===== src/pbc_pkg.sv =====
package pbc_pkg;

   // Blanking delay field width and the largest programmable delay.
   localparam int BLANK_DELAY_WIDTH = 12;
   localparam logic [11:0] BLANK_DELAY_MAX = 12'hfff;
   // Field positions inside the blanking control word.
   localparam int LEB_HIGH_RISE_BIT = 0;
   localparam int LEB_HIGH_FALL_BIT = 1;
   localparam int LEB_LOW_RISE_BIT = 2;
   localparam int LEB_LOW_FALL_BIT = 3;
   // Field positions inside the chop divider word.
   localparam int CARRIER_ENABLE_BIT = 15;
   localparam int CARRIER_RATIO_WIDTH = 10;
   // Field positions inside the output control word.
   localparam int OUT_SYNC_BIT = 0;
   localparam int OUT_SWAP_BIT = 1;
   // Source select codes.
   localparam logic [3:0] CARRIER_SRC_INTERNAL = 4'h0;
   localparam logic [2:0] BLANK_SRC_NONE = 3'h0;
   // Reset values.
   localparam logic [11:0] BLANK_COUNT_RESET = 12'h000;
   localparam logic [15:0] CAPTURE_RESET = 16'h0000;
   localparam logic [9:0] CARRIER_COUNT_RESET = 10'h000;
   localparam logic [2:0] PRESCALE_COUNT_RESET = 3'h0;
   // System clock period in nanoseconds and the blanking tick in cycles.
   localparam int SYS_CLK_PERIOD_NS = 25;
   localparam int TOSC_NS = 25;
   localparam int BLANK_TICK_CYCLES = (TOSC_NS + SYS_CLK_PERIOD_NS - 1) / SYS_CLK_PERIOD_NS;

endpackage


===== src/pbc_carrier_if.sv =====
`timescale 1ns/1ps
interface pbc_carrier_if;
   logic enable;
   logic [9:0] ratio;
   logic [2:0] prescale;
   logic carrier;

   modport gen (input enable, input ratio, input prescale, output carrier);
   modport user (output enable, output ratio, output prescale, input carrier);
endinterface


===== src/pbc_carrier_gen.sv =====
`timescale 1ns/1ps
module pbc_carrier_gen
   import pbc_pkg::*;
(
   // Clock and reset.
   input wire logic clk,
   input wire logic nrst,
   // Control and carrier out.
   pbc_carrier_if.gen cif
);

   logic [7:0] pre_count;
   logic [7:0] next_pre_count;
   logic [9:0] div_count;
   logic [9:0] next_div_count;
   logic carrier;
   logic next_carrier;
   logic pwm_tick;

   // Prescaler makes a one-cycle tick at the divided PWM clock rate; the ratio
   // then counts ticks and toggles the carrier, so a zero ratio toggles each tick.
   always_comb begin
      next_pre_count = pre_count;
      next_div_count = div_count;
      next_carrier = carrier;
      pwm_tick = (pre_count == ((8'h01 << cif.prescale) - 8'h01));
      if (!cif.enable) begin
         next_pre_count = 8'h00;
         next_div_count = CARRIER_COUNT_RESET;
         next_carrier = 1'b0;
      end else begin
         next_pre_count = pwm_tick ? 8'h00 : pre_count + 8'h01;
         if (pwm_tick) begin
            if (div_count >= cif.ratio) begin
               next_div_count = CARRIER_COUNT_RESET;
               next_carrier = ~carrier;
            end else begin
               next_div_count = div_count + 10'h001;
            end
         end
      end
   end

   // State registers.
   always_ff @(posedge clk or negedge nrst) begin
      if (!nrst) begin
         pre_count <= 8'h00;
         div_count <= CARRIER_COUNT_RESET;
         carrier <= 1'b0;
      end else begin
         pre_count <= next_pre_count;
         div_count <= next_div_count;
         carrier <= next_carrier;
      end
   end

   assign cif.carrier = carrier;
endmodule


===== src/pbc_top.sv =====
`timescale 1ns/1ps
// Function
// - After selected output edges, ignore chosen fault and limit for 0..4095 periods.
// - Blanking length equals the 12-bit delay value times the system period.
// - Four edge bits choose which high/low rise/fall edges start blanking.
// - A new selected edge during blanking restarts the timer from the start.
// - Separate enables apply blanking to the fault and to the limit input.
// - State bits let output and carrier levels blank the fault and/or limit.
// - A source select may pick another generator's output as state blanking.
// - Chopping ANDs each enabled output with the carrier.
// - The carrier divides the prescaled PWM clock by 2 x (chop ratio + 1).
// - Chop word bit 15 enables the carrier generator; clear keeps it stopped.
// - Separate high and low chop enables gate each output with the carrier.
// - A 4-bit select picks the carrier: internal by default, codes 1..PEER_COUNT other generators, higher codes low.
// - Chopping applies after fault and current-limit overrides.
// - The carrier is offered as a module output for a pin.
// - A limit rising edge loads the primary time base into the capture register.
// - Capture uses the limit after blanking, so blanked edges never capture.
// - The secondary time base has no capture register.
// - Swap set routes high signal to low pin and low to high.
// - With sync set, swap changes only at cycle boundaries.
// - Swap sits before dead time, so swapped signals still get dead time.
// - Synchronised output changes take effect when the time base is zero.
module pbc_top
   import pbc_pkg::*;
#(
   parameter int TIMEBASE_WIDTH = 16,
   parameter int PEER_COUNT = 8
)
(
   // Clock and reset.
   input wire logic clk,
   input wire logic nrst,
   // Generator signals before post-processing.
   input wire logic gen_high_output,
   input wire logic gen_low_output,
   input wire logic [TIMEBASE_WIDTH-1:0] timebase_count,
   input wire logic [PEER_COUNT-1:0] peer_outputs,
   // Raw protection inputs from pins.
   input wire logic fault_in,
   input wire logic ilimit_in,
   // Override data already resolved by the fault and limit priority logic.
   input wire logic override_active_high,
   input wire logic override_active_low,
   input wire logic override_data_high,
   input wire logic override_data_low,
   // Blanking control.
   input wire logic blank_on_high_rise,
   input wire logic blank_on_high_fall,
   input wire logic blank_on_low_rise,
   input wire logic blank_on_low_fall,
   input wire logic fault_blank_enable,
   input wire logic ilimit_blank_enable,
   input wire logic state_blank_chopclk_high,
   input wire logic state_blank_chopclk_low,
   input wire logic state_blank_hi_out_high,
   input wire logic state_blank_hi_out_low,
   input wire logic state_blank_lo_out_high,
   input wire logic state_blank_lo_out_low,
   input wire logic state_blank_fault_enable,
   input wire logic state_blank_ilimit_enable,
   input wire logic [2:0] blank_source_select,
   input wire logic [11:0] blanking_delay_reg,
   // Chop control.
   input wire logic [15:0] carrier_divider_reg,
   input wire logic [2:0] pwm_clock_divide_select,
   input wire logic carrier_gate_high_enable,
   input wire logic carrier_gate_low_enable,
   input wire logic [3:0] carrier_source_select,
   // Output control.
   input wire logic [1:0] output_control_reg,
   // Results.
   output logic fault_blanked,
   output logic ilimit_blanked,
   output logic [TIMEBASE_WIDTH-1:0] timebase_capture_reg,
   output logic capture_event,
   output logic chop_clock_out,
   output logic dt_high_in,
   output logic dt_low_in,
   output logic blanking_active
);

   // Pin synchronisers: the first stage feeds only the second.
   logic fault_meta, fault_sync, ilimit_meta, ilimit_sync;
   logic [PEER_COUNT-1:0] peer_meta, peer_sync;
   always_ff @(posedge clk or negedge nrst) begin
      if (!nrst) begin
         fault_meta <= 1'b0;
         fault_sync <= 1'b0;
         ilimit_meta <= 1'b0;
         ilimit_sync <= 1'b0;
         peer_meta <= '0;
         peer_sync <= '0;
      end else begin
         fault_meta <= fault_in;
         fault_sync <= fault_meta;
         ilimit_meta <= ilimit_in;
         ilimit_sync <= ilimit_meta;
         peer_meta <= peer_outputs;
         peer_sync <= peer_meta;
      end
   end

   // Select one peer generator by a code; code zero means none.
   function automatic logic pick_peer(input logic [3:0] code, input logic [PEER_COUNT-1:0] peers);
      logic result;
      result = 1'b0;
      for (int i = 1; i <= PEER_COUNT; i++) begin
         if (int'(code) == i) begin
            result = peers[i-1];
         end
      end
      return result;
   endfunction

   // Carrier generator and its source selection.
   pbc_carrier_if cif ();
   assign cif.enable = carrier_divider_reg[CARRIER_ENABLE_BIT];
   assign cif.ratio = carrier_divider_reg[CARRIER_RATIO_WIDTH-1:0];
   assign cif.prescale = pwm_clock_divide_select;
   pbc_carrier_gen u_carrier (
      .clk(clk),
      .nrst(nrst),
      .cif(cif)
   );
   logic carrier_sel;
   assign carrier_sel = (carrier_source_select == CARRIER_SRC_INTERNAL) ? cif.carrier
                        : pick_peer(carrier_source_select, peer_sync);

   // Output edge detection starts the blanking timer.
   logic high_prev, low_prev;
   logic [11:0] blank_count;
   logic [11:0] next_blank_count;
   logic edge_hit;
   always_comb begin
      edge_hit = (blank_on_high_rise & gen_high_output & ~high_prev)
               | (blank_on_high_fall & ~gen_high_output & high_prev)
               | (blank_on_low_rise & gen_low_output & ~low_prev)
               | (blank_on_low_fall & ~gen_low_output & low_prev);
      next_blank_count = blank_count;
      if (edge_hit) begin
         next_blank_count = blanking_delay_reg;
      end else if (blank_count != BLANK_COUNT_RESET) begin
         next_blank_count = blank_count - 12'h001;
      end
   end

   // State blanking from output levels, carrier and an optional peer source.
   logic state_blank;
   assign state_blank = (state_blank_hi_out_high & gen_high_output)
                      | (state_blank_hi_out_low & ~gen_high_output)
                      | (state_blank_lo_out_high & gen_low_output)
                      | (state_blank_lo_out_low & ~gen_low_output)
                      | (state_blank_chopclk_high & carrier_sel)
                      | (state_blank_chopclk_low & ~carrier_sel)
                      | pick_peer({1'b0, blank_source_select}, peer_sync);

   logic edge_blank;
   assign edge_blank = edge_hit ? (blanking_delay_reg != BLANK_COUNT_RESET)
                                : (blank_count != BLANK_COUNT_RESET);
   logic next_fault, next_ilimit;
   assign next_fault = fault_sync & ~(fault_blank_enable & edge_blank)
                       & ~(state_blank_fault_enable & state_blank);
   assign next_ilimit = ilimit_sync & ~(ilimit_blank_enable & edge_blank)
                        & ~(state_blank_ilimit_enable & state_blank);

   // Capture of the primary time base on a blanked limit rising edge.
   logic [TIMEBASE_WIDTH-1:0] next_capture;
   logic next_capture_event;
   always_comb begin
      next_capture_event = next_ilimit & ~ilimit_blanked;
      next_capture = next_capture_event ? timebase_count : timebase_capture_reg;
   end

   // Swap register: follows immediately unless sync holds it to time base zero.
   logic swap_state, next_swap;
   always_comb begin
      next_swap = swap_state;
      if (!output_control_reg[OUT_SYNC_BIT] || timebase_count == '0) begin
         next_swap = output_control_reg[OUT_SWAP_BIT];
      end
   end

   // Output path: override, then chop, then swap ahead of dead time.
   logic path_high, path_low, chop_high, chop_low;
   always_comb begin
      path_high = override_active_high ? override_data_high : gen_high_output;
      path_low = override_active_low ? override_data_low : gen_low_output;
      chop_high = carrier_gate_high_enable ? (path_high & carrier_sel) : path_high;
      chop_low = carrier_gate_low_enable ? (path_low & carrier_sel) : path_low;
   end

   // Registers for the block apart from the pin synchronisers and the carrier generator; every output comes from here.
   always_ff @(posedge clk or negedge nrst) begin
      if (!nrst) begin
         high_prev <= 1'b0;
         low_prev <= 1'b0;
         blank_count <= BLANK_COUNT_RESET;
         fault_blanked <= 1'b0;
         ilimit_blanked <= 1'b0;
         timebase_capture_reg <= '0;
         capture_event <= 1'b0;
         swap_state <= 1'b0;
         chop_clock_out <= 1'b0;
         dt_high_in <= 1'b0;
         dt_low_in <= 1'b0;
         blanking_active <= 1'b0;
      end else begin
         high_prev <= gen_high_output;
         low_prev <= gen_low_output;
         blank_count <= next_blank_count;
         fault_blanked <= next_fault;
         ilimit_blanked <= next_ilimit;
         timebase_capture_reg <= next_capture;
         capture_event <= next_capture_event;
         swap_state <= next_swap;
         chop_clock_out <= carrier_sel;
         dt_high_in <= swap_state ? chop_low : chop_high;
         dt_low_in <= swap_state ? chop_high : chop_low;
         blanking_active <= next_blank_count != BLANK_COUNT_RESET;
      end
   end
endmodule


===== config.mk =====
export PLATFORM = sky130hd
export DESIGN_NAME = pbc_top
export DESIGN_NICKNAME = d
export VERILOG_FILES = /design/src/pbc_pkg.sv /design/src/pbc_carrier_if.sv /design/src/pbc_carrier_gen.sv /design/src/pbc_top.sv
export SDC_FILE = /design/constraint.sdc
export NUM_CORES = 1
export LEC_CHECK = 0
export ABC_AREA = 1
export ABC_CLOCK_PERIOD_IN_PS = 1560
export BUFFER_PORTS_ARGS = -buffer_cell sky130_fd_sc_hd__buf_2
export CORE_MARGIN = 8
export CORE_UTILIZATION = 40
export CTS_BUF_LIST = sky130_fd_sc_hd__clkbuf_16
export CTS_CLUSTER_DIAMETER = 200
export DETAILED_ROUTE_END_ITERATION = 10
export PLACE_DENSITY_LB_ADDON = 0.1
export SLEW_MARGIN = 10
export SYNTH_ARGS = -nofsm -noshare
export SYNTH_HDL_FRONTEND = slang
export SYNTH_HIERARCHICAL = 1
export SYNTH_SLANG_ARGS = --single-unit

===== constraint.sdc =====
create_clock -name clk -period 1.56 [get_ports clk]
set_input_delay 0.312 -clock clk [delete_from_list [all_inputs] [get_ports clk]]
set_output_delay 0.312 -clock clk [all_outputs]
set_load 0.02 [all_outputs]

# [Yosys cells after proc, flatten, opt, wreduce, memory -nomap -nowiden]
# Index checks and enable logic that the tools add are counted.
[totals] reg_bits=77 elab_cells=131
[classes] addsub=4 magnitude_cmp=1 n_eq_ne=18 n_shift=1 muxes=33 n_bitwise=45 n_reduce_logical=8
[op_table] operator="$reduce_bool 12->1" count=3
[op_table] operator="$mux 10" count=3
[op_table] operator="$mux 1" count=26
[op_table] operator="$and 1x1->1" count=25
[op_table] operator="$mux 12" count=2
[op_table] operator="$eq 4x4->1 const B" count=5
[op_table] operator="$logic_not 16->1" count=1
[op_table] operator="$mux 8" count=2
[op_table] operator="$eq 3x3->1 const B" count=4
[op_table] operator="$sub 12x1->12 const B" count=1
[op_table] operator="$not 1->1" count=11
[op_table] operator="$add 10x1->10 const B" count=1
[op_table] operator="$ge 10x10->1" count=1
[op_table] operator="$or 1x1->1" count=9
[op_table] operator="$add 8x1->8 const B" count=1
[op_table] operator="$eq 4x3->1 const B" count=2
[op_table] operator="$eq 8x8->1" count=1
[op_table] operator="$shl 1x3->8 const A" count=1
[op_table] operator="$sub 8x1->8 const B" count=1
[op_table] operator="$eq 3x2->1 const B" count=2
[op_table] operator="$eq 4x2->1 const B" count=1
[op_table] operator="$logic_not 4->1" count=1
[op_table] operator="$ne 2x1->1 const B" count=2
[op_table] operator="$eq 3x1->1 const B" count=1
[op_table] operator="other kinds (3)" count=3

# [Logic depth before layout (Yosys ltp)]
# Gate-level depths: netlist of the first run.
[logic_depth] ltp_word=18 mapped_depth=13 depth_no_buf=12

# [Modules after synthesis]
# Netlist of the first run, hierarchy kept.
[modules_own_cells] mod="pbc_top" instances=1 cells_each=342 area_per_inst_um2=2786.4
[modules_own_cells] mod="pbc_carrier_gen" instances=1 cells_each=229 area_per_inst_um2=1585.3

# [Worst setup path before layout of the first run]
# No wires, ideal clock.
[synth_timing] path_type="register -> register" from="register blank_count[0]" to="register timebase_capture_reg[10]" setup_ns=0.117 arrival_time_ns=1.479 slack_ns=-0.037 stages_incl_launch_ff=13 n_path_buf=1 cell_sequence="dfrtp_1 inv_1 ha_1 inv_1 nor2_1 nand4_1 nand3_1 nand2_1 inv_2 nand3_4 buf_6 nand2_1 nand2_1"
[synth_between] elab_chain_cells=7
[synth_lines] item="start: declaration" line="pbc_top.sv:132" rtl="logic [11:0] blank_count;"
[synth_lines] item="start signal: assignment" line="pbc_top.sv:211" rtl="blank_count <= next_blank_count;"
[synth_lines] item="$reduce_bool 12->1" line="pbc_top.sv:160" rtl=": (blank_count != BLANK_COUNT_RESET);"
[synth_lines] item="$mux 1" line="pbc_top.sv:159" rtl="assign edge_blank = edge_hit ? (blanking_delay_reg != BLANK_COUNT_RESET)"
[synth_lines] item="$and 1x1->1" line="pbc_top.sv:164" rtl="assign next_ilimit = ilimit_sync & ~(ilimit_blank_enable & edge_blank)"
[synth_lines] item="$not 1->1" line="pbc_top.sv:164"
[synth_lines] item="$and 1x1->1" line="pbc_top.sv:164"
[synth_lines] item="$and 1x1->1" line="pbc_top.sv:165" rtl="& ~(state_blank_ilimit_enable & state_blank);"
[synth_lines] item="$and 1x1->1" line="pbc_top.sv:171" rtl="next_capture_event = next_ilimit & ~ilimit_blanked;"
[synth_lines] item="end signal: assignment" line="pbc_top.sv:214" rtl="timebase_capture_reg <= next_capture;"
[synth_lines] item="end: declaration" line="pbc_top.sv:75" rtl="output logic [TIMEBASE_WIDTH-1:0] timebase_capture_reg,"
# No other way between the ends.
# A chain may end at the register's enable or synchronous reset.

# [Final worst setup path of the first run]
[layout_timing] from="register blank_count[3]" to="register blanking_active"
[layout_between] elab_chain_cells=4 word_cells_on_any_way=5 classes_between="add/sub: 1; mux: 2; reduce/logical: 2"
[layout_lines] item="$sub 12x1->12 / $reduce_bool 12->1 (equally long branches)" line="pbc_top.sv:144, pbc_top.sv:143"
[layout_lines] item="$mux 12 *" line="pbc_top.sv:143" rtl="end else if (blank_count != BLANK_COUNT_RESET) begin"
[layout_lines] item="$mux 12 *" line="pbc_top.sv:141" rtl="if (edge_hit) begin"
[layout_lines] item="$reduce_bool 12->1 *" line="pbc_top.sv:220" rtl="blanking_active <= next_blank_count != BLANK_COUNT_RESET;"
[layout_lines] item="end signal: assignment" line="pbc_top.sv:207" rtl="blanking_active <= 1'b0;"
[layout_lines] item="end signal: assignment" line="pbc_top.sv:220"
[layout_lines] item="end: declaration" line="pbc_top.sv:80" rtl="output logic blanking_active"
# Every way passes the cells marked *; elsewhere a longest branch is shown, timed or not.

==> results of run 1 <==
[metal layers]
layer	vias to the layer above	part of all wire	track usage
li1	2195	-	-
met1	2043	0.45	0.222
met2	97	0.50	0.286
met3	20	0.036	0.0317
met4	0	0.020	0.0671
met5	-	0	0
[metrics by stage]
stage | hold slack (ns) | cells | cell area, µm²
floorplan | 0.0164 | 571 | 4370
global placement | 0.332 | 875 | 5530
detailed placement | 0.335 | 875 | 5530
CTS | 0.0191 | 902 | 6170
global route | 0.0174 | 903 | 6510
finish | -0.0120 | 903 | 6510
[worst max-delay path by stage]
stage,start,endpoint,slack [ns],depth (start not counted)
after floorplan,blank_count[0]$_DFF_PN0_,timebase_capture_reg[10]$_DFFE_PN0P_,0.01,12
after global placement,gen_high_output,timebase_capture_reg[9]$_DFFE_PN0P_,-0.27,12
after detailed placement,gen_high_output,timebase_capture_reg[12]$_DFFE_PN0P_,-0.28,12
after CTS,blank_count[0]$_DFF_PN0_,timebase_capture_reg[14]$_DFFE_PN0P_,-0.09,12
after global routing,blank_count[0]$_DFF_PN0_,blanking_active$_DFF_PN0_,-0.19,12
final,blank_count[3]$_DFF_PN0_,blanking_active$_DFF_PN0_,-0.1,10
[critical path, delay by kind of cell, from the launching register on]
kind          cells  cell delay [ns]
simple gates      9             1.03
flops             1             0.43
buf+inv           1             0.09
[kinds of logic (layout without fill, tap and decap cells)]
group,after synthesis,after routing
simple gates,335,337
buf+inv,98,288
flops,77,77
compound gates,30,30
xor+xnor,17,17
fa+ha+maj,14,14
[cell type report]
type	count	area share
timing repair buffer	186	0.189
clock inverter	5	0.0156
tap	140	0.0269
sequential	77	0.296
multi-input combinational	398	0.386
clock buffer	9	0.0346
inverter	88	0.0519
[layout by cell type, fill, tap and decap left out, drive strengths merged]
master / netlist / routed
nand4: 23 / 23
o21bai: 1 / 1
clkbuf: 2 / 9
o211ai: 1 / 1
a21oi: 13 / 13
ha: 14 / 14
nand3: 63 / 65
xnor2: 2 / 2
dfrtp: 77 / 77
buf: 8 / 186
nor2: 69 / 69
xor2: 15 / 15
nor4: 5 / 5
inv: 87 / 86
and3: 1 / 1
clkinvlp: 0 / 1
nand2: 161 / 161
bufinv: 0 / 3
nor3: 5 / 5
o21a: 1 / 1
a31oi: 1 / 1
nand3b: 6 / 6
or2: 2 / 2
clkinv: 1 / 3
o21ai: 13 / 13
[power by group]
| group | internal (mW) | switching, mW |
|---|---|---|
| clock | 1.54 | 0.780 |
| sequential | 2.23 | 0.155 |
| combinational | 0.981 | 1.17 |
| total | 4.75 | 2.11 |
[repair_timing]
action,in CTS,in global routing
resized for setup,43,97
setup endpoints to repair,31,42
endpoints found under the hold margin,0,0
pin swaps,40,41
setup buffers,10,5
gates cloned,3,0
==> flow_results.xml, run 1 <==
<?xml version="1.0" encoding="UTF-8"?>
<metrics>
  <group name="floorplan">
    <metric name="die_area" unit="µm²">14500</metric>
    <metric name="die_w" unit="µm">121</metric>
    <metric name="initial_core_util" unit="">0.407</metric>
    <metric name="ioPinCount" unit="">113</metric>
    <metric name="floorplan.rows" unit="">38</metric>
    <metric name="die_y" unit="µm">121</metric>
    <metric name="core_region_area" unit="µm²">10700</metric>
  </group>
  <group name="global_route">
    <metric name="via_count_of_the_first_global_routing_pass" unit="">4424</metric>
    <metric name="grt_start_max_net_pins" unit="">78</metric>
    <metric name="grt_overflow_total" unit="">0</metric>
    <metric name="grt_pass1_wl" unit="µm">20500</metric>
    <metric name="initial_antenna_violation_count" unit="">0</metric>
    <metric name="globalRouteTotalUtil" unit="">0.174</metric>
  </group>
  <group name="clock_tree">
    <metric name="num_cts_buffers" unit="">9</metric>
    <metric name="clk_transition_reported_paths" unit="ns">0.06</metric>
    <metric name="clkLatencyLatePin" unit="ns">0.33</metric>
    <metric name="cts_tree" unit="">done</metric>
    <metric name="post_cts_hold_buffer_count" unit="">0</metric>
    <metric name="max-clock-path-buffers" unit="">2</metric>
    <metric name="number_of_clock_sinks" unit="">77</metric>
    <metric name="cts_root_buffer" unit="">clkbuf_16</metric>
    <metric name="cts-htree-levels" unit="">3</metric>
  </group>
  <group name="critical_path">
    <metric name="worstSetupPathType" unit="">reg -&gt; reg</metric>
    <metric name="crit_path_cell_trace" unit="">inv_2 -&gt; nand2_2 -&gt; nor2_2 -&gt; nand3_2 -&gt; nand3b_1 -&gt; nand2_1 -&gt; nor2_1 -&gt; nand3_1 -&gt; nor2_1 -&gt; nand4_1</metric>
    <metric name="worstSetupEndpointType" unit="">flip-flop</metric>
    <metric name="crit-reg2reg-capture" unit="">blanking_active$_DFF_PN0_</metric>
    <metric name="reg2reg_from" unit="">blank_count[3]$_DFF_PN0_</metric>
    <metric name="timing.critical_path.fanout_max" unit="">4</metric>
    <metric name="critPathLaunchType" unit="">flip-flop</metric>
    <metric name="worst_ep_required_time" unit="ns">1.77</metric>
    <metric name="critical_path_arrival" unit="ns">1.87</metric>
    <metric name="r2r_slack" unit="ns">-0.1</metric>
    <metric name="timing.critical_path.slowest_cell_delay" unit="ns">0.43</metric>
    <metric name="rr_worst_depth" unit="">10</metric>
    <metric name="cp_common_cell" unit="">nor2_1</metric>
    <metric name="cp_slowest_cell" unit="">dfrtp_1</metric>
  </group>
  <group name="sta">
    <metric name="timing.final.hold_violations" unit="">6</metric>
    <metric name="rsz0062_at_grt" unit="">true</metric>
    <metric name="postLayoutSetupSlackWorst" unit="ns">-0.0997</metric>
    <metric name="relSlewSlack" unit="">0.725</metric>
    <metric name="post-route-min-period" unit="ns">1.66</metric>
    <metric name="report.final.setup_viol" unit="">27</metric>
    <metric name="worst_slew_pin_slew" unit="ns">0.412</metric>
    <metric name="fin_hold_ws" unit="ns">-0.0120</metric>
    <metric name="max_freq" unit="MHz">603</metric>
    <metric name="final.setup.tns" unit="ns">-1.15</metric>
    <metric name="final_min_period_over_clock_period" unit="">1.06</metric>
    <metric name="max_slew_violations" unit="">0</metric>
    <metric name="finClkSkew" unit="ns">0.00561</metric>
  </group>
  <group name="synth">
    <metric name="synth_fa_ha_area_frac" unit="">0.0401</metric>
    <metric name="synth_seq_cells" unit="">77</metric>
    <metric name="xor_xnor_share_of_the_synthesized_area" unit="">0.0341</metric>
    <metric name="post_synth_num_cell_types" unit="">37</metric>
    <metric name="postSynthNetCount" unit="">675</metric>
    <metric name="synth_top_area_cell" unit="">dfrtp_1</metric>
    <metric name="synth.mux.area_fraction" unit="">0</metric>
    <metric name="yosys-top-cells-count" unit="">nand2_1, inv_1, dfrtp_1, nor2_1, nand3_1</metric>
    <metric name="synth-seq-area-share" unit="">0.441</metric>
    <metric name="cells_after_synth" unit="">571</metric>
    <metric name="synth_async_sr_flop_share" unit="">1.00</metric>
    <metric name="post-synth-top-count-cell" unit="">nand2_1</metric>
    <metric name="synth-edff-count" unit="">0</metric>
    <metric name="dominant_combinational_cell_family_by_area_after_synthesis" unit="">simple AND/OR/NAND/NOR gates</metric>
    <metric name="syn_area_per_cell" unit="µm²">7.66</metric>
    <metric name="synth-simple-area-share" unit="">0.355</metric>
    <metric name="post-synth-top-area-fraction" unit="">0.441</metric>
    <metric name="yosys_warnings" unit="">6</metric>
    <metric name="synth_compound_area_frac" unit="">0.0363</metric>
    <metric name="mappedNetlistArea" unit="µm²">4370</metric>
    <metric name="synth_area_leaders" unit="">dfrtp_1, nand2_1, inv_1, nand3_1, nor2_1</metric>
    <metric name="predominant_post_synthesis_flop_cell" unit="">dfrtp_1</metric>
  </group>
  <group name="layout">
    <metric name="register_area" unit="µm²">1930</metric>
    <metric name="syn2layout_area_growth" unit="%">48.9</metric>
    <metric name="fin_util" unit="">0.606</metric>
    <metric name="layout-drive-gt1-share" unit="">0.422</metric>
    <metric name="antenna-diode-count" unit="">0</metric>
    <metric name="layout.nets" unit="">864</metric>
    <metric name="n_fill_cell" unit="">955</metric>
    <metric name="multi_input_comb_area" unit="µm²">2510</metric>
    <metric name="number_of_flip_flops_under_the_largest_register_name" unit="">16</metric>
  </group>
  <group name="drt">
    <metric name="vias_post_dr" unit="">4355</metric>
    <metric name="drt-wirelength-per-cell" unit="µm">14.1</metric>
    <metric name="wl" unit="µm">12700</metric>
    <metric name="drtPass1Iterations" unit="">4</metric>
    <metric name="detail_route.vias_per_cell" unit="">4.82</metric>
    <metric name="drt_iter0_markers" unit="">215</metric>
    <metric name="detail_route.drc_violations" unit="">0</metric>
    <metric name="route.antenna.remaining_nets" unit="">0</metric>
  </group>
  <group name="place">
    <metric name="place_worst_setup_slack" unit="ns">-0.285</metric>
    <metric name="detailed_place_hpwl" unit="µm">9310</metric>
    <metric name="gp_congestion" unit="">0.888</metric>
    <metric name="place.port_buffers" unit="">107</metric>
  </group>
  <group name="pwr">
    <metric name="cellPowerDensity" unit="nW/µm²">1050</metric>
    <metric name="peakVddDrop" unit="V">0.000489</metric>
    <metric name="total_leakage_power" unit="nW">3.35</metric>
    <metric name="post-layout-total-power" unit="mW">6.86</metric>
  </group>
  <group name="flow_run">
    <metric name="max-cap-violations" unit="">0</metric>
  </group>
  <group name="worst_hold_path">
    <metric name="timing.hold.worst.class" unit="">in -&gt; async</metric>
  </group>
  <group name="status">
    <metric name="run_status" unit="">complete, but fails checks</metric>
    <metric name="failing_checks" unit="">hold timing, setup timing</metric>
  </group>
</metrics>
Power figures use the tool's default switching activity.
==> run 2, diff against run 1 <==
--- a/config.mk
+++ b/config.mk
@@ -6,7 +6,7 @@
 export NUM_CORES = 1
 export LEC_CHECK = 0
 export ABC_AREA = 1
-export ABC_CLOCK_PERIOD_IN_PS = 1560
+export ABC_CLOCK_PERIOD_IN_PS = 1400
 export BUFFER_PORTS_ARGS = -buffer_cell sky130_fd_sc_hd__buf_2
 export CORE_MARGIN = 8
 export CORE_UTILIZATION = 40
@@ -14,6 +14,7 @@
 export CTS_CLUSTER_DIAMETER = 200
 export DETAILED_ROUTE_END_ITERATION = 10
 export PLACE_DENSITY_LB_ADDON = 0.1
+export REMOVE_ABC_BUFFERS = 1
 export SLEW_MARGIN = 10
 export SYNTH_ARGS = -nofsm -noshare
 export SYNTH_HDL_FRONTEND = slang
==> constraint.sdc (replaced) <==
create_clock -name clk -period 1.4 [get_ports clk]
set_input_delay 0.28 -clock clk [delete_from_list [all_inputs] [get_ports clk]]
set_output_delay 0.28 -clock clk [all_outputs]
set_load 0.02 [all_outputs]
==> flow_results.xml, run 2 (synthesis results as in run 1) <==
<?xml version="1.0" encoding="UTF-8"?>
<metrics>
  <group name="critical_path">
    <metric name="worstSetupPathType" unit="">reg -&gt; reg</metric>
    <metric name="critical_path_arrival" unit="ns">1.96</metric>
    <metric name="critPathLaunchType" unit="">flip-flop</metric>
    <metric name="worstSetupEndpointType" unit="">flip-flop</metric>
    <metric name="worst_ep_required_time" unit="ns">1.60</metric>
    <metric name="reg2reg_from" unit="">blank_count[4]$_DFF_PN0_</metric>
    <metric name="crit_start" unit="">blank_count[4]$_DFF_PN0_</metric>
    <metric name="rr_worst_depth" unit="">10</metric>
    <metric name="timing.critical_path.fanout_max" unit="">3</metric>
  </group>
  <group name="drt">
    <metric name="detail_route.drc_violations" unit="">0</metric>
    <metric name="wl" unit="µm">13200</metric>
    <metric name="drtPass1Iterations" unit="">5</metric>
    <metric name="route.antenna.remaining_nets" unit="">0</metric>
    <metric name="drt_iter0_markers" unit="">230</metric>
    <metric name="vias_post_dr" unit="">4518</metric>
    <metric name="detail_route.vias_per_cell" unit="">4.86</metric>
    <metric name="drt-wirelength-per-cell" unit="µm">14.2</metric>
  </group>
  <group name="sta">
    <metric name="timing.final.hold_violations" unit="">0</metric>
    <metric name="post-route-min-period" unit="ns">1.76</metric>
    <metric name="final.setup.tns" unit="ns">-7.50</metric>
    <metric name="postLayoutSetupSlackWorst" unit="ns">-0.356</metric>
    <metric name="rsz0062_at_grt" unit="">true</metric>
    <metric name="worst_slew_pin_slew" unit="ns">0.448</metric>
    <metric name="max_freq" unit="MHz">569</metric>
    <metric name="final_min_period_over_clock_period" unit="">1.25</metric>
    <metric name="finClkSkew" unit="ns">0.00632</metric>
    <metric name="relSlewSlack" unit="">0.702</metric>
    <metric name="max_slew_violations" unit="">0</metric>
    <metric name="report.final.setup_viol" unit="">42</metric>
  </group>
  <group name="floorplan">
    <metric name="die_y" unit="µm">121</metric>
    <metric name="die_area" unit="µm²">14500</metric>
    <metric name="die_w" unit="µm">121</metric>
    <metric name="floorplan.rows" unit="">38</metric>
    <metric name="initial_core_util" unit="">0.407</metric>
    <metric name="ioPinCount" unit="">113</metric>
    <metric name="core_region_area" unit="µm²">10700</metric>
  </group>
  <group name="status">
    <metric name="run_status" unit="">complete, but fails checks</metric>
    <metric name="failing_checks" unit="">setup timing</metric>
  </group>
  <group name="clock_tree">
    <metric name="max-clock-path-buffers" unit="">2</metric>
    <metric name="cts_tree" unit="">done</metric>
    <metric name="cts-htree-levels" unit="">3</metric>
    <metric name="cts_root_buffer" unit="">clkbuf_16</metric>
    <metric name="number_of_clock_sinks" unit="">77</metric>
    <metric name="clkLatencyLatePin" unit="ns">0.33</metric>
    <metric name="num_cts_buffers" unit="">9</metric>
    <metric name="clk_transition_reported_paths" unit="ns">0.06</metric>
  </group>
  <group name="place">
    <metric name="detailed_place_hpwl" unit="µm">9140</metric>
    <metric name="gp_congestion" unit="">0.873</metric>
    <metric name="place.port_buffers" unit="">107</metric>
    <metric name="placedInstanceArea" unit="µm²">5610</metric>
  </group>
  <group name="worst_hold_path">
    <metric name="timing.hold.worst.class" unit="">in -&gt; reg</metric>
    <metric name="worstHoldStart" unit="">peer_outputs[4]</metric>
    <metric name="timing.hold.worst_path_depth" unit="">1</metric>
  </group>
  <group name="global_route">
    <metric name="grt_pass1_wl" unit="µm">21200</metric>
    <metric name="grt_start_max_net_pins" unit="">78</metric>
    <metric name="via_count_of_the_first_global_routing_pass" unit="">4647</metric>
    <metric name="globalRouteTotalUtil" unit="">0.178</metric>
    <metric name="grt_overflow_total" unit="">0</metric>
    <metric name="initial_antenna_violation_count" unit="">0</metric>
  </group>
  <group name="layout">
    <metric name="antenna-diode-count" unit="">0</metric>
    <metric name="most-common-layout-cells" unit="">nand2_1, buf_2, buf_4</metric>
    <metric name="layout-drive-gt1-share" unit="">0.466</metric>
    <metric name="fin_util" unit="">0.639</metric>
    <metric name="number_of_flip_flops_under_the_largest_register_name" unit="">16</metric>
    <metric name="layout_commonest_cell" unit="">nand2_1</metric>
    <metric name="stdcell_area" unit="µm²">6870</metric>
    <metric name="layout.nets" unit="">888</metric>
    <metric name="syn2layout_area_growth" unit="%">57.2</metric>
  </group>
  <group name="pwr">
    <metric name="total_leakage_power" unit="nW">3.52</metric>
    <metric name="cellPowerDensity" unit="nW/µm²">1140</metric>
    <metric name="post-layout-total-power" unit="mW">7.82</metric>
    <metric name="peakVddDrop" unit="V">0.000672</metric>
  </group>
  <group name="flow_run">
    <metric name="max-cap-violations" unit="">0</metric>
  </group>
</metrics>
run 2: worst max-delay path, stage by stage (launching register included):
cell      delay [ns]
dfrtp_1         0.41
nor2_2          0.15
nand2_2         0.11
nor2_4          0.12
nand3_4         0.11
nand3b_1        0.12
nand2_1         0.07
nor2_2          0.16
nand3_1         0.10
nor2_1          0.14
nand4_1         0.13
run 2: cell type report:
cell class                 count  area (µm²)
fill                         917        3870
multi-input combinational    398        2680
sequential                    77        1930
timing repair buffer         210        1440
inverter                      88         345
clock buffer                   9         225
tap                          140         175
clock inverter                 7        75.1
run 2: final timing paths:
kind	end	slack, ns
worst max-delay path	blanking_active$_DFF_PN0_	-0.36
worst min-delay path	peer_meta[4]$_DFF_PN0_	0.04
worst max register to register	blanking_active$_DFF_PN0_	-0.36
worst min register to register	peer_sync[0]$_DFF_PN0_	0.35
max in group asynchronous	u_carrier/div_count[6]$_DFFE_PN0P_	0.54
min in group asynchronous	blank_count[4]$_DFF_PN0_	0.47
run 2: repair_timing:
action / CTS / global route
endpoints found under the hold margin: 77 / 0
cloned: 3 / 1
pin swaps: 57 / 68
setup buffers: 24 / 12
resized for setup: 115 / 82
hold buffers: 1 / 0
endpoints found under the setup margin: 43 / 48
run 2: through the flow:
| step | cells | worst slack (ns) | hold slack [ns] |
|---|---|---|---|
| 3_5_place_dp | 887 | -0.437 | 0.335 |
| 4_1_cts | 920 | -0.205 | 0.0302 |
| 2_1_floorplan | 561 | -0.361 | -0.0156 |
| 6_report | 929 | -0.356 | 0.0436 |
| 3_3_place_gp | 887 | -0.418 | 0.332 |
| 5_1_grt | 929 | -0.431 | 0.0275 |
run 2: power breakdown:
part,internal [mW],leakage (nW),switching (mW)
registers,2.49,0.951,0.185
logic,1.29,2.42,1.49
clock network,1.39,0.144,0.982
run 2: routing by layer:
| layer | wire [µm] | track usage | part of all wire |
|---|---|---|---|
| met5 | 0 | 0 | 0 |
| met4 | 251 | 0.0679 | 0.019 |
| met3 | 643 | 0.0494 | 0.049 |
| met2 | 6840 | 0.313 | 0.52 |
| met1 | 5480 | 0.202 | 0.41 |
==> run 3, diff against run 2 <==
--- a/config.mk
+++ b/config.mk
@@ -5,7 +5,6 @@
 export SDC_FILE = /design/constraint.sdc
 export NUM_CORES = 1
 export LEC_CHECK = 0
-export ABC_AREA = 1
 export ABC_CLOCK_PERIOD_IN_PS = 1400
 export BUFFER_PORTS_ARGS = -buffer_cell sky130_fd_sc_hd__buf_2
 export CORE_MARGIN = 8
==> flow_results.xml, run 3 <==
<?xml version="1.0" encoding="UTF-8"?>
<metrics>
  <group name="status">
    <metric name="run_status" unit="">complete, but fails checks</metric>
    <metric name="failing_checks" unit="">setup timing</metric>
  </group>
  <group name="critical_path">
    <metric name="worstSetupPathType" unit="">reg -&gt; reg</metric>
    <metric name="timing.critical_path.fanout_max" unit="">17</metric>
    <metric name="timing.critical_path.slowest_cell_delay" unit="ns">0.50</metric>
    <metric name="crit_path_cell_trace" unit="">mux4_2 -&gt; a21boi_2 -&gt; a211oi_2 -&gt; o31a_1 -&gt; a2111o_1 -&gt; buf_12 -&gt; mux2_4</metric>
    <metric name="worstSetupEndpointType" unit="">flip-flop</metric>
    <metric name="critical_path_arrival" unit="ns">2.59</metric>
    <metric name="reg2reg_from" unit="">peer_sync[6]$_DFF_PN0_</metric>
    <metric name="cp_top_family" unit="">compound AO/OA/AOI/OAI gates</metric>
    <metric name="crit_start" unit="">peer_sync[6]$_DFF_PN0_</metric>
    <metric name="cp-endpoint" unit="">timebase_capture_reg[9]$_DFFE_PN0P_</metric>
    <metric name="worst_ep_required_time" unit="ns">1.61</metric>
    <metric name="crit-reg2reg-capture" unit="">timebase_capture_reg[9]$_DFFE_PN0P_</metric>
    <metric name="rr_worst_depth" unit="">7</metric>
    <metric name="critPathBufInv" unit="">1</metric>
    <metric name="cp_slowest_cell" unit="">mux4_2</metric>
    <metric name="worstSetupPathDepth" unit="">7</metric>
    <metric name="critPathLaunchType" unit="">flip-flop</metric>
    <metric name="r2r_slack" unit="ns">-0.98</metric>
  </group>
  <group name="sta">
    <metric name="worst_slew_pin_slew" unit="ns">0.346</metric>
    <metric name="postLayoutSetupSlackWorst" unit="ns">-0.976</metric>
    <metric name="finClkSkew" unit="ns">0.00871</metric>
    <metric name="timing.final.hold_violations" unit="">0</metric>
    <metric name="post-route-min-period" unit="ns">2.38</metric>
    <metric name="max_freq" unit="MHz">421</metric>
    <metric name="report.final.setup_viol" unit="">53</metric>
    <metric name="rsz0062_at_grt" unit="">true</metric>
    <metric name="relSlewSlack" unit="">0.768</metric>
    <metric name="final.setup.tns" unit="ns">-31.23</metric>
    <metric name="max_slew_violations" unit="">0</metric>
    <metric name="final_min_period_over_clock_period" unit="">1.70</metric>
    <metric name="fin_hold_ws" unit="ns">0.0544</metric>
  </group>
  <group name="pwr">
    <metric name="cellPowerDensity" unit="nW/µm²">1150</metric>
    <metric name="peakVddDrop" unit="V">0.000642</metric>
    <metric name="total_leakage_power" unit="nW">3.08</metric>
  </group>
  <group name="layout">
    <metric name="syn2layout_area_growth" unit="%">59.9</metric>
    <metric name="most-common-layout-cells" unit="">buf_2, buf_4, dfrtp_1</metric>
    <metric name="multi_input_comb_area" unit="µm²">2410</metric>
    <metric name="number_of_flip_flops_under_the_largest_register_name" unit="">16</metric>
    <metric name="register_area" unit="µm²">1930</metric>
    <metric name="final-instance-count-excl-fill" unit="">731</metric>
    <metric name="antenna-diode-count" unit="">0</metric>
    <metric name="layout.nets" unit="">697</metric>
    <metric name="n_fill_cell" unit="">766</metric>
    <metric name="stdcell_area" unit="µm²">6440</metric>
    <metric name="layout-drive-gt1-share" unit="">0.564</metric>
    <metric name="layout_commonest_cell" unit="">buf_2</metric>
  </group>
  <group name="clock_tree">
    <metric name="num_cts_buffers" unit="">9</metric>
    <metric name="max-clock-path-buffers" unit="">2</metric>
    <metric name="clk_transition_reported_paths" unit="ns">0.06</metric>
    <metric name="cts_tree" unit="">done</metric>
    <metric name="number_of_clock_sinks" unit="">77</metric>
    <metric name="cts-htree-levels" unit="">3</metric>
    <metric name="cts_root_buffer" unit="">clkbuf_16</metric>
    <metric name="clkLatencyLatePin" unit="ns">0.33</metric>
  </group>
  <group name="synth">
    <metric name="synth-seq-area-share" unit="">0.479</metric>
    <metric name="synth_seq_cells" unit="">77</metric>
    <metric name="post-synth-top-area-fraction" unit="">0.479</metric>
    <metric name="yosys_warnings" unit="">6</metric>
    <metric name="post-synth-top-count-cell" unit="">dfrtp_1</metric>
    <metric name="predominant_post_synthesis_flop_cell" unit="">dfrtp_1</metric>
    <metric name="cells_after_synth" unit="">366</metric>
    <metric name="mappedNetlistArea" unit="µm²">4030</metric>
    <metric name="post_synth_num_cell_types" unit="">66</metric>
    <metric name="syn_area_per_cell" unit="µm²">11.0</metric>
    <metric name="yosys-top-cells-count" unit="">dfrtp_1, inv_1, nand3_1, nor2_1, nand2_1</metric>
    <metric name="synth_async_sr_flop_share" unit="">1.00</metric>
    <metric name="synth_top_area_cell" unit="">dfrtp_1</metric>
    <metric name="synth-edff-count" unit="">0</metric>
    <metric name="synth_area_leaders" unit="">dfrtp_1, ha_1, mux2_4, nand3_1, mux2i_1</metric>
  </group>
  <group name="place">
    <metric name="post-place-cells" unit="">691</metric>
    <metric name="place.port_buffers" unit="">107</metric>
    <metric name="gp_congestion" unit="">0.854</metric>
    <metric name="detailed_place_hpwl" unit="µm">8620</metric>
    <metric name="placedInstanceArea" unit="µm²">5380</metric>
  </group>
  <group name="global_route">
    <metric name="globalRouteTotalUtil" unit="">0.185</metric>
    <metric name="grt_start_max_net_pins" unit="">34</metric>
    <metric name="grt_overflow_total" unit="">0</metric>
    <metric name="via_count_of_the_first_global_routing_pass" unit="">4130</metric>
    <metric name="grt_pass1_wl" unit="µm">19700</metric>
    <metric name="initial_antenna_violation_count" unit="">2</metric>
  </group>
  <group name="drt">
    <metric name="detail_route.vias_per_cell" unit="">5.19</metric>
    <metric name="drtPass1Iterations" unit="">4</metric>
    <metric name="vias_post_dr" unit="">3792</metric>
    <metric name="drt_iter0_markers" unit="">176</metric>
    <metric name="wl" unit="µm">12200</metric>
    <metric name="drt-wirelength-per-cell" unit="µm">16.6</metric>
    <metric name="detail_route.drc_violations" unit="">0</metric>
    <metric name="route.antenna.remaining_nets" unit="">0</metric>
  </group>
  <group name="floorplan">
    <metric name="ioPinCount" unit="">113</metric>
    <metric name="floorplan.rows" unit="">36</metric>
    <metric name="die_w" unit="µm">116</metric>
    <metric name="core_region_area" unit="µm²">9770</metric>
    <metric name="die_area" unit="µm²">13500</metric>
    <metric name="die_y" unit="µm">116</metric>
    <metric name="initial_core_util" unit="">0.412</metric>
  </group>
  <group name="worst_hold_path">
    <metric name="timing.hold.worst.class" unit="">in -&gt; reg</metric>
  </group>
  <group name="flow_run">
    <metric name="max-cap-violations" unit="">0</metric>
  </group>
</metrics>
## run 3: worst min path at each step
| stage | start | end | slack [ns] | cells after the start |
|---|---|---|---|---|
| finish | peer_outputs[5] | peer_meta[5]$_DFF_PN0_ | 0.05 | 1 |
| global route | peer_outputs[6] | peer_meta[6]$_DFF_PN0_ | 0.04 | 1 |
| CTS | peer_outputs[3] | peer_meta[3]$_DFF_PN0_ | 0.04 | 1 |
| detailed placement | nrst | u_carrier/pre_count[7]$_DFF_PN0_ | 0.20 | 1 |
| global placement | nrst | u_carrier/pre_count[7]$_DFF_PN0_ | 0.21 | 1 |
| floorplan | nrst | blank_count[0]$_DFF_PN0_ | -0.02 | 0 |
## run 3: cell families (layout without fill, tap and decap cells)
group	Yosys count	after routing	share of synthesized area
compound gates	76	76	0.144
xor+xnor	11	11	0.0239
fa+ha+maj	14	14	0.0435
buf+inv	38	269	0.0485
flops	77	77	0.479
mux	33	33	0.103
simple gates	117	118	0.159
## run 3: area by class of cell
cell class | instances | area share
timing repair buffer | 222 | 0.240
clock inverter | 7 | 0.00777
tap | 133 | 0.0258
clock buffer | 9 | 0.0350
multi-input combinational | 252 | 0.374
inverter | 31 | 0.0181
sequential | 77 | 0.299
## run 3: power by group
group / total, mW / switching (mW) / internal (mW)
combinational: 2.54 / 1.25 / 1.29
clock: 2.14 / 0.930 / 1.21
sequential: 2.72 / 0.210 / 2.51
## run 3: layer usage
metal	GRT usage	routed length (µm)	vias to the layer above
met5	0	24	-
met4	0.0717	218	4
met3	0.0553	708	25
met2	0.305	5990	105
met1	0.222	5220	1844
li1	-	-	1814
## run 3: what timing repair did
| action | 4_1_cts | 5_1_grt |
|---|---|---|
| buffers inserted | 34 | 7 |
| endpoints found under the setup margin | 54 | 54 |
| gates cloned | 1 | 0 |
| gates resized for setup | 91 | 47 |
| pin swaps | 50 | 44 |
| hold buffers | 1 | 0 |
| endpoints found under the hold margin | 20 | 0 |
## run 3: per-stage QoR
| stage | utilization | worst slack (ns) | total power [mW] |
|---|---|---|---|
| floorplan | - | -1.29 | 3.62 |
| global placement | 0.550 | -1.15 | 4.52 |
| detailed placement | 0.550 | -1.19 | 4.55 |
| CTS | 0.641 | -0.950 | 7.19 |
| global route | 0.659 | -1.02 | 7.76 |
| finish | 0.659 | -0.976 | 7.39 |
